$ cat src/hw/energy_detect_pkg.sv
// package for the energy detect power control block: register map, field layout,
// reset values, sequencer states and timing constants.
// assumes a 100 MHz hclk and a word-aligned AHB-Lite register window.
package energy_detect_pkg;

    // register indices; the byte address is four times the index
    localparam int          IDX_W             = 8;
    localparam int          IDX_LSB           = 2;
    localparam logic [7:0]  CTRL_IDX          = 8'h1d;
    localparam logic [7:0]  IRQ_STATUS_IDX    = 8'h20;
    localparam logic [7:0]  IRQ_MASK_IDX      = 8'h21;
    localparam logic [7:0]  SOFT_CTRL_IDX     = 8'h22;

    // energy_detect_control fields
    localparam int          CTRL_W            = 16;
    localparam int          ENABLE_BIT        = 15;
    localparam int          AUTO_UP_BIT       = 14;
    localparam int          AUTO_DOWN_BIT     = 13;
    localparam int          MANUAL_BIT        = 12;
    localparam int          BURST_DIS_BIT     = 11;
    localparam int          PWR_STATE_BIT     = 10;
    localparam int          ERR_MET_BIT       = 9;
    localparam int          DATA_MET_BIT      = 8;
    localparam int          ERR_THR_LSB       = 4;
    localparam int          DATA_THR_LSB      = 0;
    localparam int          THR_W             = 4;
    localparam logic        AUTO_UP_RST       = 1'b1;
    localparam logic        AUTO_DOWN_RST     = 1'b1;
    localparam logic        BURST_DIS_RST     = 1'b0;
    localparam logic [3:0]  THR_RST           = 4'h1;

    // soft control register
    localparam int          SOFT_RESET_BIT    = 9;

    // interrupt status and mask layout
    localparam int          IRQ_W             = 3;
    localparam int          IRQ_DATA_BIT      = 0;
    localparam int          IRQ_ERR_BIT       = 1;
    localparam int          IRQ_PWR_BIT       = 2;

    // timing
    localparam int          CLK_PERIOD_NS     = 10;
    localparam int          IDLE_TIME_S       = 2;
    localparam int          NS_PER_S          = 1000000000;
    localparam int          IDLE_CYCLES       = IDLE_TIME_S * (NS_PER_S / CLK_PERIOD_NS);
    localparam int          IDLE_W            = 28;
    localparam int          PULSE_GAP_NS      = 1000;
    localparam int          PULSE_GAP_CYCLES  = (PULSE_GAP_NS + CLK_PERIOD_NS - 1) / CLK_PERIOD_NS;
    localparam int          GAP_W             = 16;
    localparam int          BURST_PULSES      = 4;
    localparam int          SINGLE_PULSES     = 1;
    localparam int          PULSE_CNT_W       = 3;

    typedef enum logic [1:0] {
        SEQ_DOWN,
        SEQ_BURST,
        SEQ_UP
    } seq_state_t;

endpackage

$ cat src/hw/threshold_if.sv
// interface joining the control block to one event threshold counter.
// assumes both ends run on hclk.
interface threshold_if #(
    parameter int THR_W = 4
);
    logic             event_p;
    logic             clear;
    logic [THR_W-1:0] threshold;
    logic             met_p;
    logic             reached;

    modport owner   (output event_p, output clear, output threshold,
                     input met_p, input reached);
    modport counter (input event_p, input clear, input threshold,
                     output met_p, output reached);
endinterface

$ cat src/hw/threshold_counter.sv
// saturating event counter compared against a programmable threshold.
// assumes event and clear are one-cycle pulses on hclk.
module threshold_counter #(
    parameter int THR_W = 4
) (
    input  wire logic      hclk,
    input  wire logic      hresetn,
    threshold_if.counter   thr
);
    logic [THR_W-1:0] count_ff;
    logic [THR_W-1:0] nxt_count;
    logic             met_ff;

    // saturate so a burst of noise cannot wrap back below the threshold
    always_comb begin
        nxt_count = count_ff;
        if (thr.event_p && (count_ff != {THR_W{1'b1}})) begin
            nxt_count = count_ff + {{(THR_W-1){1'b0}}, 1'b1};
        end
    end

    always_ff @(posedge hclk or negedge hresetn) begin
        if (!hresetn) begin
            count_ff <= '0;
        end else if (thr.clear) begin
            count_ff <= '0;
        end else begin
            count_ff <= nxt_count;
        end
    end

    always_ff @(posedge hclk or negedge hresetn) begin
        if (!hresetn) begin
            met_ff <= 1'b0;
        end else begin
            met_ff <= thr.event_p && !thr.clear && (nxt_count >= thr.threshold);
        end
    end

    assign thr.met_p   = met_ff;
    assign thr.reached = (count_ff >= thr.threshold) && (count_ff != '0);
endmodule

$ cat src/hw/energy_detect_power_control.sv
// energy detect power control for one transceiver port, with its AHB-Lite register slave.
// assumes line event inputs are synchronous one-cycle pulses and line_energy is a level.
//
// Behaviour
// - energy detect runs only while the enable bit 15 is set, whose reset value is the strap.
// - with auto power-up bit 14 set, power-up starts once data events reach the data threshold.
// - with auto power-down bit 13 set, power-down starts when the line carries no energy.
// - writing 1 to self-clearing bit 12 toggles the power state regardless of thresholds.
// - with burst disable bit 11 clear, four data pulses go out at each power-up.
// - with burst disable bit 11 set, exactly one data pulse goes out at each power-up.
// - read-only bit 10 shows 1 when powered up and 0 when powered down.
// - bit 9 flags the error threshold met, clears on read, and triggers no power change, only interrupt status bit 1.
// - bit 8 flags data events at or above the data threshold and clears on read.
// - bits 7:4, reset 0001, hold the error event threshold.
// - bits 3:0, reset 0001, hold the data event threshold.
// - both event counters reset after about 2 seconds with no data event.
// - the self-clearing soft reset resets the sequencer, event counters, quiet timer and bits 9:8; other registers keep their values.
module energy_detect_power_control
    import energy_detect_pkg::*;
#(
    parameter int IDLE_LIMIT = IDLE_CYCLES,
    parameter int PULSE_GAP  = PULSE_GAP_CYCLES,
    parameter int BURST_LEN  = BURST_PULSES
) (
    input  wire logic        hclk,
    input  wire logic        hresetn,
    input  wire logic        hsel,
    input  wire logic [31:0] haddr,
    input  wire logic [1:0]  htrans,
    input  wire logic        hwrite,
    input  wire logic [2:0]  hsize,
    input  wire logic [31:0] hwdata,
    input  wire logic        hready,
    output logic      [31:0] hrdata,
    output logic             hreadyout,
    output logic             hresp,
    input  wire logic        enable_strap,
    input  wire logic        line_energy,
    input  wire logic        data_event,
    input  wire logic        error_event,
    output logic             detect_powered,
    output logic             detect_pulse,
    output logic             irq
);

    threshold_if #(.THR_W(THR_W)) err_if ();
    threshold_if #(.THR_W(THR_W)) data_if ();

    logic                   enable_ff;
    logic                   strap_taken_ff;
    logic                   auto_up_ff;
    logic                   auto_down_ff;
    logic                   burst_dis_ff;
    logic [THR_W-1:0]       err_thr_ff;
    logic [THR_W-1:0]       data_thr_ff;
    logic                   manual_ff;
    logic                   soft_reset_ff;
    logic                   err_met_ff;
    logic                   data_met_ff;
    logic [IRQ_W-1:0]       irq_status_ff;
    logic [IRQ_W-1:0]       irq_mask_ff;
    logic                   irq_ff;
    seq_state_t             state_ff;
    logic                   pwr_state_ff;
    logic [PULSE_CNT_W-1:0] pulses_left_ff;
    logic [GAP_W-1:0]       gap_ff;
    logic                   pulse_ff;
    logic [IDLE_W-1:0]      idle_ff;
    logic                   idle_clear;
    logic                   pwr_change;
    logic                   go_up;
    logic                   go_down;
    logic                   wr_pend_ff;
    logic                   rd_pend_ff;
    logic [IDX_W-1:0]       idx_ff;
    logic                   hreadyout_ff;
    logic [31:0]            hrdata_ff;
    logic                   addr_take;
    logic                   wr_apply;
    logic                   rd_apply;
    logic [CTRL_W-1:0]      ctrl_view;
    logic [31:0]            rd_value;

    // bus side
    assign addr_take = hsel && htrans[1] && hready;
    assign wr_apply  = wr_pend_ff;
    assign rd_apply  = rd_pend_ff;

    always_ff @(posedge hclk or negedge hresetn) begin
        if (!hresetn) begin
            wr_pend_ff <= 1'b0;
            rd_pend_ff <= 1'b0;
            idx_ff     <= '0;
        end else begin
            wr_pend_ff <= addr_take && hwrite;
            rd_pend_ff <= addr_take && !hwrite;
            if (addr_take) begin
                idx_ff <= haddr[IDX_LSB +: IDX_W];
            end
        end
    end

    // reads take one wait state so a write just before is already visible
    always_ff @(posedge hclk or negedge hresetn) begin
        if (!hresetn) begin
            hreadyout_ff <= 1'b1;
            hrdata_ff    <= '0;
        end else begin
            hreadyout_ff <= !(addr_take && !hwrite);
            if (rd_apply) begin
                hrdata_ff <= rd_value;
            end
        end
    end

    always_comb begin
        ctrl_view                               = '0;
        ctrl_view[ENABLE_BIT]                   = enable_ff;
        ctrl_view[AUTO_UP_BIT]                  = auto_up_ff;
        ctrl_view[AUTO_DOWN_BIT]                = auto_down_ff;
        ctrl_view[BURST_DIS_BIT]                = burst_dis_ff;
        ctrl_view[PWR_STATE_BIT]                = pwr_state_ff;
        ctrl_view[ERR_MET_BIT]                  = err_met_ff;
        ctrl_view[DATA_MET_BIT]                 = data_met_ff;
        ctrl_view[ERR_THR_LSB +: THR_W]         = err_thr_ff;
        ctrl_view[DATA_THR_LSB +: THR_W]        = data_thr_ff;
    end

    always_comb begin
        rd_value = '0;
        unique case (idx_ff)
            CTRL_IDX:       rd_value[CTRL_W-1:0] = ctrl_view;
            IRQ_STATUS_IDX: rd_value[IRQ_W-1:0]  = irq_status_ff;
            IRQ_MASK_IDX:   rd_value[IRQ_W-1:0]  = irq_mask_ff;
            default:        rd_value = '0;
        endcase
    end

    // strap is sampled on the first edge after reset release
    always_ff @(posedge hclk or negedge hresetn) begin
        if (!hresetn) begin
            strap_taken_ff <= 1'b0;
            enable_ff      <= 1'b0;
        end else if (!strap_taken_ff) begin
            strap_taken_ff <= 1'b1;
            enable_ff      <= enable_strap;
        end else if (wr_apply && idx_ff == CTRL_IDX) begin
            enable_ff      <= hwdata[ENABLE_BIT];
        end
    end

    always_ff @(posedge hclk or negedge hresetn) begin
        if (!hresetn) begin
            auto_up_ff   <= AUTO_UP_RST;
            auto_down_ff <= AUTO_DOWN_RST;
            burst_dis_ff <= BURST_DIS_RST;
            err_thr_ff   <= THR_RST;
            data_thr_ff  <= THR_RST;
        end else if (wr_apply && idx_ff == CTRL_IDX) begin
            auto_up_ff   <= hwdata[AUTO_UP_BIT];
            auto_down_ff <= hwdata[AUTO_DOWN_BIT];
            burst_dis_ff <= hwdata[BURST_DIS_BIT];
            err_thr_ff   <= hwdata[ERR_THR_LSB +: THR_W];
            data_thr_ff  <= hwdata[DATA_THR_LSB +: THR_W];
        end
    end

    // self-clearing strobes: each lives for exactly one cycle
    always_ff @(posedge hclk or negedge hresetn) begin
        if (!hresetn) begin
            manual_ff     <= 1'b0;
            soft_reset_ff <= 1'b0;
        end else begin
            manual_ff     <= wr_apply && idx_ff == CTRL_IDX && hwdata[MANUAL_BIT];
            soft_reset_ff <= wr_apply && idx_ff == SOFT_CTRL_IDX && hwdata[SOFT_RESET_BIT];
        end
    end

    // met flags: the read value was taken at this edge, a new set still wins
    always_ff @(posedge hclk or negedge hresetn) begin
        if (!hresetn) begin
            err_met_ff  <= 1'b0;
            data_met_ff <= 1'b0;
        end else if (soft_reset_ff) begin
            err_met_ff  <= 1'b0;
            data_met_ff <= 1'b0;
        end else begin
            if (err_if.met_p) begin
                err_met_ff <= 1'b1;
            end else if (rd_apply && idx_ff == CTRL_IDX) begin
                err_met_ff <= 1'b0;
            end
            if (data_if.met_p) begin
                data_met_ff <= 1'b1;
            end else if (rd_apply && idx_ff == CTRL_IDX) begin
                data_met_ff <= 1'b0;
            end
        end
    end

    // event counters; the error side only reports, it never moves the sequencer
    assign err_if.event_p    = enable_ff && error_event;
    assign err_if.threshold  = err_thr_ff;
    assign err_if.clear      = idle_clear || soft_reset_ff || pwr_change;
    assign data_if.event_p   = enable_ff && data_event;
    assign data_if.threshold = data_thr_ff;
    assign data_if.clear     = idle_clear || soft_reset_ff || pwr_change;

    threshold_counter #(.THR_W(THR_W)) err_counter (
        .hclk    (hclk),
        .hresetn (hresetn),
        .thr     (err_if.counter)
    );

    threshold_counter #(.THR_W(THR_W)) data_counter (
        .hclk    (hclk),
        .hresetn (hresetn),
        .thr     (data_if.counter)
    );

    // quiet timer restarts on every data event
    // a data event in the expiry cycle restarts the quiet time instead of being lost
    assign idle_clear = (idle_ff == IDLE_W'(IDLE_LIMIT - 1)) && !data_event;

    always_ff @(posedge hclk or negedge hresetn) begin
        if (!hresetn) begin
            idle_ff <= '0;
        end else if (data_event || soft_reset_ff || idle_clear) begin
            idle_ff <= '0;
        end else begin
            idle_ff <= idle_ff + IDLE_W'(1);
        end
    end

    // power sequencer
    assign go_up   = enable_ff && (state_ff == SEQ_DOWN)
                     && ((auto_up_ff && data_if.reached) || manual_ff);
    assign go_down = enable_ff && (state_ff != SEQ_DOWN)
                     && ((auto_down_ff && !line_energy) || manual_ff);
    assign pwr_change = go_up || go_down;

    always_ff @(posedge hclk or negedge hresetn) begin
        if (!hresetn) begin
            state_ff       <= SEQ_DOWN;
            pwr_state_ff   <= 1'b0;
            pulses_left_ff <= '0;
            gap_ff         <= '0;
            pulse_ff       <= 1'b0;
        end else if (soft_reset_ff || !enable_ff) begin
            state_ff       <= SEQ_DOWN;
            pwr_state_ff   <= 1'b0;
            pulses_left_ff <= '0;
            gap_ff         <= '0;
            pulse_ff       <= 1'b0;
        end else begin
            pulse_ff <= 1'b0;
            unique case (state_ff)
                SEQ_DOWN: begin
                    if (go_up) begin
                        state_ff     <= SEQ_BURST;
                        pwr_state_ff <= 1'b1;
                        gap_ff       <= '0;
                        if (burst_dis_ff) begin
                            pulses_left_ff <= PULSE_CNT_W'(SINGLE_PULSES);
                        end else begin
                            pulses_left_ff <= PULSE_CNT_W'(BURST_LEN);
                        end
                    end
                end
                SEQ_BURST: begin
                    if (go_down) begin
                        state_ff     <= SEQ_DOWN;
                        pwr_state_ff <= 1'b0;
                    end else if (gap_ff != '0) begin
                        gap_ff <= gap_ff - GAP_W'(1);
                    end else if (pulses_left_ff != '0) begin
                        pulse_ff       <= 1'b1;
                        pulses_left_ff <= pulses_left_ff - PULSE_CNT_W'(1);
                        gap_ff         <= GAP_W'(PULSE_GAP - 1);
                    end else begin
                        state_ff <= SEQ_UP;
                    end
                end
                SEQ_UP: begin
                    if (go_down) begin
                        state_ff     <= SEQ_DOWN;
                        pwr_state_ff <= 1'b0;
                    end
                end
            endcase
        end
    end

    // interrupt status, write one to clear, set wins
    always_ff @(posedge hclk or negedge hresetn) begin
        if (!hresetn) begin
            irq_status_ff <= '0;
            irq_mask_ff   <= '0;
        end else begin
            for (int i = 0; i < IRQ_W; i++) begin
                if (wr_apply && idx_ff == IRQ_STATUS_IDX && hwdata[i]) begin
                    irq_status_ff[i] <= 1'b0;
                end
            end
            if (data_if.met_p) begin
                irq_status_ff[IRQ_DATA_BIT] <= 1'b1;
            end
            if (err_if.met_p) begin
                irq_status_ff[IRQ_ERR_BIT] <= 1'b1;
            end
            if (pwr_change && !soft_reset_ff) begin
                irq_status_ff[IRQ_PWR_BIT] <= 1'b1;
            end
            if (wr_apply && idx_ff == IRQ_MASK_IDX) begin
                irq_mask_ff <= hwdata[IRQ_W-1:0];
            end
        end
    end

    always_ff @(posedge hclk or negedge hresetn) begin
        if (!hresetn) begin
            irq_ff <= 1'b0;
        end else begin
            irq_ff <= |(irq_status_ff & irq_mask_ff);
        end
    end

    assign hrdata         = hrdata_ff;
    assign hreadyout      = hreadyout_ff;
    assign hresp          = 1'b0;
    assign detect_powered = pwr_state_ff;
    assign detect_pulse   = pulse_ff;
    assign irq            = irq_ff;
endmodule

$ cat config.mk
export PLATFORM = sky130hd
export DESIGN_NAME = energy_detect_power_control
export DESIGN_NICKNAME = d
export VERILOG_FILES = /design/src/hw/energy_detect_pkg.sv /design/src/hw/threshold_if.sv /design/src/hw/threshold_counter.sv /design/src/hw/energy_detect_power_control.sv
export SDC_FILE = /design/constraint.sdc
export NUM_CORES = 1
export LEC_CHECK = 0
export BUFFER_PORTS_ARGS = -buffer_cell sky130_fd_sc_hd__buf_2
export CORE_ASPECT_RATIO = 0.75
export CORE_MARGIN = 4
export CORE_UTILIZATION = 45
export CTS_CLUSTER_DIAMETER = 40
export DETAILED_ROUTE_END_ITERATION = 8
export GPL_ROUTABILITY_DRIVEN = 0
export PLACE_DENSITY = 0.67
export SLEW_MARGIN = 20
export SYNTH_ARGS = -nofsm -noshare
export SYNTH_HDL_FRONTEND = slang
export SYNTH_SLANG_ARGS = --single-unit
$ cat constraint.sdc
create_clock -name hclk -period 6.3 [get_ports hclk]
set_input_delay 0.315 -clock hclk [delete_from_list [all_inputs] [get_ports hclk]]
set_output_delay 0.315 -clock hclk [all_outputs]
set_load 0.02 [all_outputs]
* Yosys cells after proc, flatten, opt, wreduce, memory -nomap -nowiden
Cells that the tools add are included.
W data, S select, Z words.
** Storage, ports and cells
- Flip-flop bits (word level) :: 112
- Input port bits :: 78
- Output and inout bits :: 37
** Cells by class
- Reductions and logical operators :: 63
- $lt $le $gt $ge :: 3
- Equal/unequal tests :: 19
- $add $sub $neg :: 5
- Mux-type cells :: 49
- Bitwise operators :: 1
** Operators by type and width (number)
- $mux W16 :: 5
- $pmux W16 S2 :: 1
- $logic_and A1 B1 Y1 :: 31
- $add A28 B1 Y28 const B :: 1
- $eq A28 B28 Y1 const B :: 1
- $mux W28 :: 1
- $eq A8 B6 Y1 const B :: 3
- $mux W1 :: 21
- $ne A4 B4 Y1 const B :: 5
- $mux W3 :: 6
- $mux W4 :: 4
- $reduce_bool A16 Y1 :: 1
- $sub A16 B1 Y16 const B :: 1
- $mux W13 :: 1
- $ge A4 B4 Y1 :: 3
- $mux W2 :: 6
- $ne A3 B3 Y1 const B :: 4
- $reduce_bool A3 Y1 :: 4
- $pmux W3 S3 :: 1
- $add A4 B1 Y4 const B :: 2
- $eq A8 B5 Y1 const B :: 1
- $logic_or A1 B1 Y1 :: 8
- $reduce_and A4 Y1 :: 2
- $reduce_bool A2 Y1 :: 4
- 17 further kinds :: 23

* Longest topological paths before layout
- Word-level depth :: 10
- Gate-level depth with buffers :: 10

* Hierarchy
From an unflattened synthesis, not the netlist that was laid out.
** Second synthesis, totals
- Cell total of the unflattened synthesis :: 580
- Area, all modules :: 5785.5 um2
** By module, submodules not included
- energy_detect_power_control :: cells each 476, instances 1, area each 4842.1 um2
- threshold_counter :: cells each 52, instances 2, area each 471.7 um2

* Least setup slack after synthesis
No wires, ideal clock.
- Path kind :: reg-to-reg
- Start point :: reg data_counter.count_ff[3]
- End point :: reg gap_ff[14]
- Cell stages (with the launch flop) :: 9
- Slack :: 4.171 ns
- Arrival time :: 2.037 ns
- Setup time :: 0.092 ns
- Path through :: dfrtp_1 > ha_1 > o211ai_1 > o21ai_1 > a21oi_2 > or3_1 > or2_1 > buf_6 > o31ai_2
** On the way
- Cells in the longest elaborated chain, start to end :: 7
- Elaborated cells between the ends (all ways) :: 8
- Classes of those cells :: order compare: 1; eq/ne: 1; reduce/logical: 6
** RTL lines
- start, declared :: RTL line threshold_counter.sv:10 : logic [THR_W-1:0] count_ff;
- start signal, assigned :: RTL line threshold_counter.sv:28 : count_ff <= nxt_count;
- $ge A4 B4 Y1 or $reduce_bool A4 Y1 (tied branches) :: RTL line threshold_counter.sv:41 : assign thr.reached = (count_ff >= thr.threshold) && (count_ff != '0);
- $logic_and A1 B1 Y1 * :: RTL line threshold_counter.sv:41
- $logic_and A1 B1 Y1 * :: RTL line energy_detect_power_control.sv:237 : && ((auto_up_ff && data_if.reached) || manual_ff);
- $logic_or A1 B1 Y1 * :: RTL line energy_detect_power_control.sv:237
- $logic_and A1 B1 Y1 * :: RTL line energy_detect_power_control.sv:237
- $ne A3 B2 Y1 (no line) *
- $reduce_and A4 Y1 (no line) *
- end signal, assigned :: RTL line energy_detect_power_control.sv:275 : gap_ff <= gap_ff - GAP_W'(1);
- end signal, assigned :: RTL line energy_detect_power_control.sv:279 : gap_ff <= GAP_W'(PULSE_GAP - 1);
- end, declared :: RTL line energy_detect_power_control.sv:66 : logic [GAP_W-1:0] gap_ff;
Mark *: on every way between the ends. The rest lies on a longest branch, timed or not.
A chain may end at the register's enable or synchronous reset.

* Worst setup path after layout
- Start point :: reg data_counter.count_ff[3]
- End point :: reg gap_ff[12]
Same word-level chain as after synthesis.

==> flow_summary.yaml <==
route:
  dr.pass1.iters: 4
  routed_wl_mm: 11.7
  post_drt_wl_per_cell_um: 14.9
  dr_total_vias: 4202
  ant_nets: 0
  drt_iter0_drc: 242
  route.detailed.drc: 0
  routed_via_density: 5.33
critical_path:
  crit_fanout: 21
  worstPathArrival_ns: 3.21
  slowest_stage: "or3_1"
  max_stage_delay_ns: 0.69
  path_buf_inv: 0
  crit_required_ns: 6.53
  path_cells: "ha_1 > o211ai_1 > o21ai_1 > a21oi_2 > or3_1 > or2_1 > o41ai_1"
  end_kind: "register"
  startpoint_type: "register"
  critical_path_class: "reg -> reg"
  cp_top_family: "simple AND/OR/NAND/NOR gates"
cts:
  post-cts-setup-buffers: 0
  clkSinkCount: 111
  root_buffer: "clkbuf_16"
  clock_path_buffers: 2
  clk_latency_ns: 0.35
  cts_tree: "built"
  cts_buffers: 9
  clkTransAtPathRegs_ns: 0.07
  cts_resized: 0
  cts_hold_buf: 0
  htreeDepth: 3
logic_synthesis:
  yosysWarnings: 0
  ys.flop_type: "dfrtp_1"
  synth_seq_area_share_pct: 48.3
  synth_compound_area_share_pct: 10.1
  synth-edff-count: 0
  synth_top_family_by_area: "simple AND/OR/NAND/NOR gates"
  synth-simple-area-share_pct: 19.1
  synth_top_cells_by_count: "dfrtp_1 (106), nor2_1 (73), inv_1 (37), nand3_1 (30), nand2_1 (29)"
  syn_area_per_cell_um2: 9.98
  synth_cells: 577
  yosysMostFrequentCell: "dfrtp_1"
  ys_top_cells_by_area: "dfrtp_1 (46%), mux2_2 (5.3%), ha_1 (5.0%)"
  syn_area_um2: 5760
  yosysUniqueCellTypes: 60
  async_reset_ff_share_pct: 100
  synth_top_area_share_pct: 46.0
  synthAdderAreaFrac_pct: 5.00
  synth_xor_area_share_pct: 4.56
  muxShareOfSynthArea_pct: 6.19
  synth_seq_cells: 111
  synth_area_leader_cell: "dfrtp_1"
placement:
  port_buffers: 50
  dp_slack_ns: 3.33
  dp.final_hpwl_mm: 8.57
  dpl-instance-area_um2: 6050
sta:
  max-slew-margin-rel_pct: 30.4
  tns_ns: 0
  post-route-period-util_pct: 47.3
  setup_slack_ns: 3.32
  min_period_ns: 2.98
  whs_ns: -0.0117
  grt_setup_unrepaired: "false"
  finalSetupViolCount: 0
  final_max_slew_viol_count: 0
  tightest_slew_ns: 1.04
  fmax_ghz: 0.335
  skew_ns: 0.00664
  finalHoldViolations: 34
finish:
  seq_area_um2: 2780
  design_area_um2: 6350
  drive_gt1_share_pct: 18.8
  multi_input_area_um2: 2660
  syn_to_final_growth_pct: 10.3
  num-nets-final: 718
  antenna_cells: 0
  nFillCells: 1128
global_route:
  antenna_found_initial: 0
  grt_pass1_vias: 3940
  grt_pass1_wl_mm: 19.9
  overflow: 0
  grt_use_met3_pct: 3.55
  grt_max_degree: 63
  grt.total_usage_pct: 16.4
  busiest_layer: "met1"
  grtUsageMet2_pct: 23.4
  grtUsageMet1_pct: 24.7
power:
  totalPowerFinal_mw: 2.37
  peakVddDrop_mv: 0.175
  cellLeakagePower_nw: 2.99
  powerDensity_nw_per_um2: 373
status:
  status: "finished, violations left"
  violations: "hold timing"
floorplanning:
  rows: 35
  ios: 115
  start_util_pct: 46.5
  die_y_um: 106
  core_area_um2: 12400
  die_x_um: 139
  die_area_um2: 14700
job:
  maxCapViolCount: 0
worst_hold_path:
  hold_path.class: "in -> async"
registers in the layout, summed over array words and instances (netlist names), 2 cells and up:
signal	flops
hrdata	15
irq_mask_ff	3
irq_status_ff	3
gap_ff	16
data_if.threshold	4
idle_ff	28
state_ff	2
data_counter.count_ff	4
pulses_left_ff	3
err_if.threshold	4
idx_ff	8
err_counter.count_ff	4
layer usage:
| metal | share of wire, % | wire (um) |
|---|---|---|
| met2 | 42 | 4890 |
| met3 | 5.7 | 664 |
| met4 | 1.9 | 218 |
| met1 | 51 | 5950 |
| met5 | 0 | 0 |
layout by cell type (no fill, tap or decap), drive strengths merged, types with 8 or more instances in the layout:
cell type,count
nand2b,11
and3,11
xor2,15
nand2,29
mux2,29
nand3,30
ha,23
conb,19
xnor2,15
clkbuf,11
buf,51
or3,8
nor2,74
o21ai,34
inv,38
nor3,18
dfrtp,106
a21oi,22
power by group:
part | internal [mW] | switching [mW] | total [mW]
combinational | 0.336 | 0.508 | 0.844
clock | 0.319 | 0.253 | 0.572
sequential | 0.831 | 0.122 | 0.953
total | 1.49 | 0.883 | 2.37
logic make-up after synthesis:
kind of cell,count (synthesis)
compound gates,88
buf+inv,76
xor+xnor,30
mux,32
flops,111
other cells,2
fa+ha+maj,23
simple gates,215
path summary, 6_finish.rpt:
| kind | depth (start not counted) | startpoint | slack [ns] | end |
|---|---|---|---|---|
| max in group asynchronous | 2 | hresetn | 5.09 | err_if.threshold[2]$_DFFE_PN0P_ |
| hold / removal | 1 | hresetn | -0.01 | hrdata[9]$_DFFE_PN0P_ |
| min in group hclk | 2 | haddr[2] | 0.19 | idx_ff[0]$_DFFE_PN0P_ |
| hold reg to reg | 1 | strap_taken_ff$_DFF_PN0_ | 0.43 | enable_ff$_DFFE_PN0P_ |
| setup / recovery | 7 | data_counter.count_ff[3]$_DFF_PN0_ | 3.32 | gap_ff[12]$_DFFE_PN0P_ |
| setup reg to reg | 7 | data_counter.count_ff[3]$_DFF_PN0_ | 3.32 | gap_ff[12]$_DFFE_PN0P_ |
area by class of cell:
cell class	count	share of cell area, %
flip-flops and latches	111	43.8
repair buffers	51	4.10
clock inverters	5	0.886
well taps	166	3.27
multi-input cells	407	41.9
inverters	37	2.19
clock buffers	11	3.82
through the flow:
step / hold slack (ns) / cells / utilization, %
after global routing: 0.0414 / 788 / 51.3
final: -0.0117 / 788 / 51.3
after floorplan: 0.0194 / 594 / -
after global placement: 0.377 / 772 / 48.8
after CTS: 0.00691 / 788 / 51.3
after detailed placement: 0.388 / 772 / 48.8
Note: power is estimated with default switching activity, not from simulation.
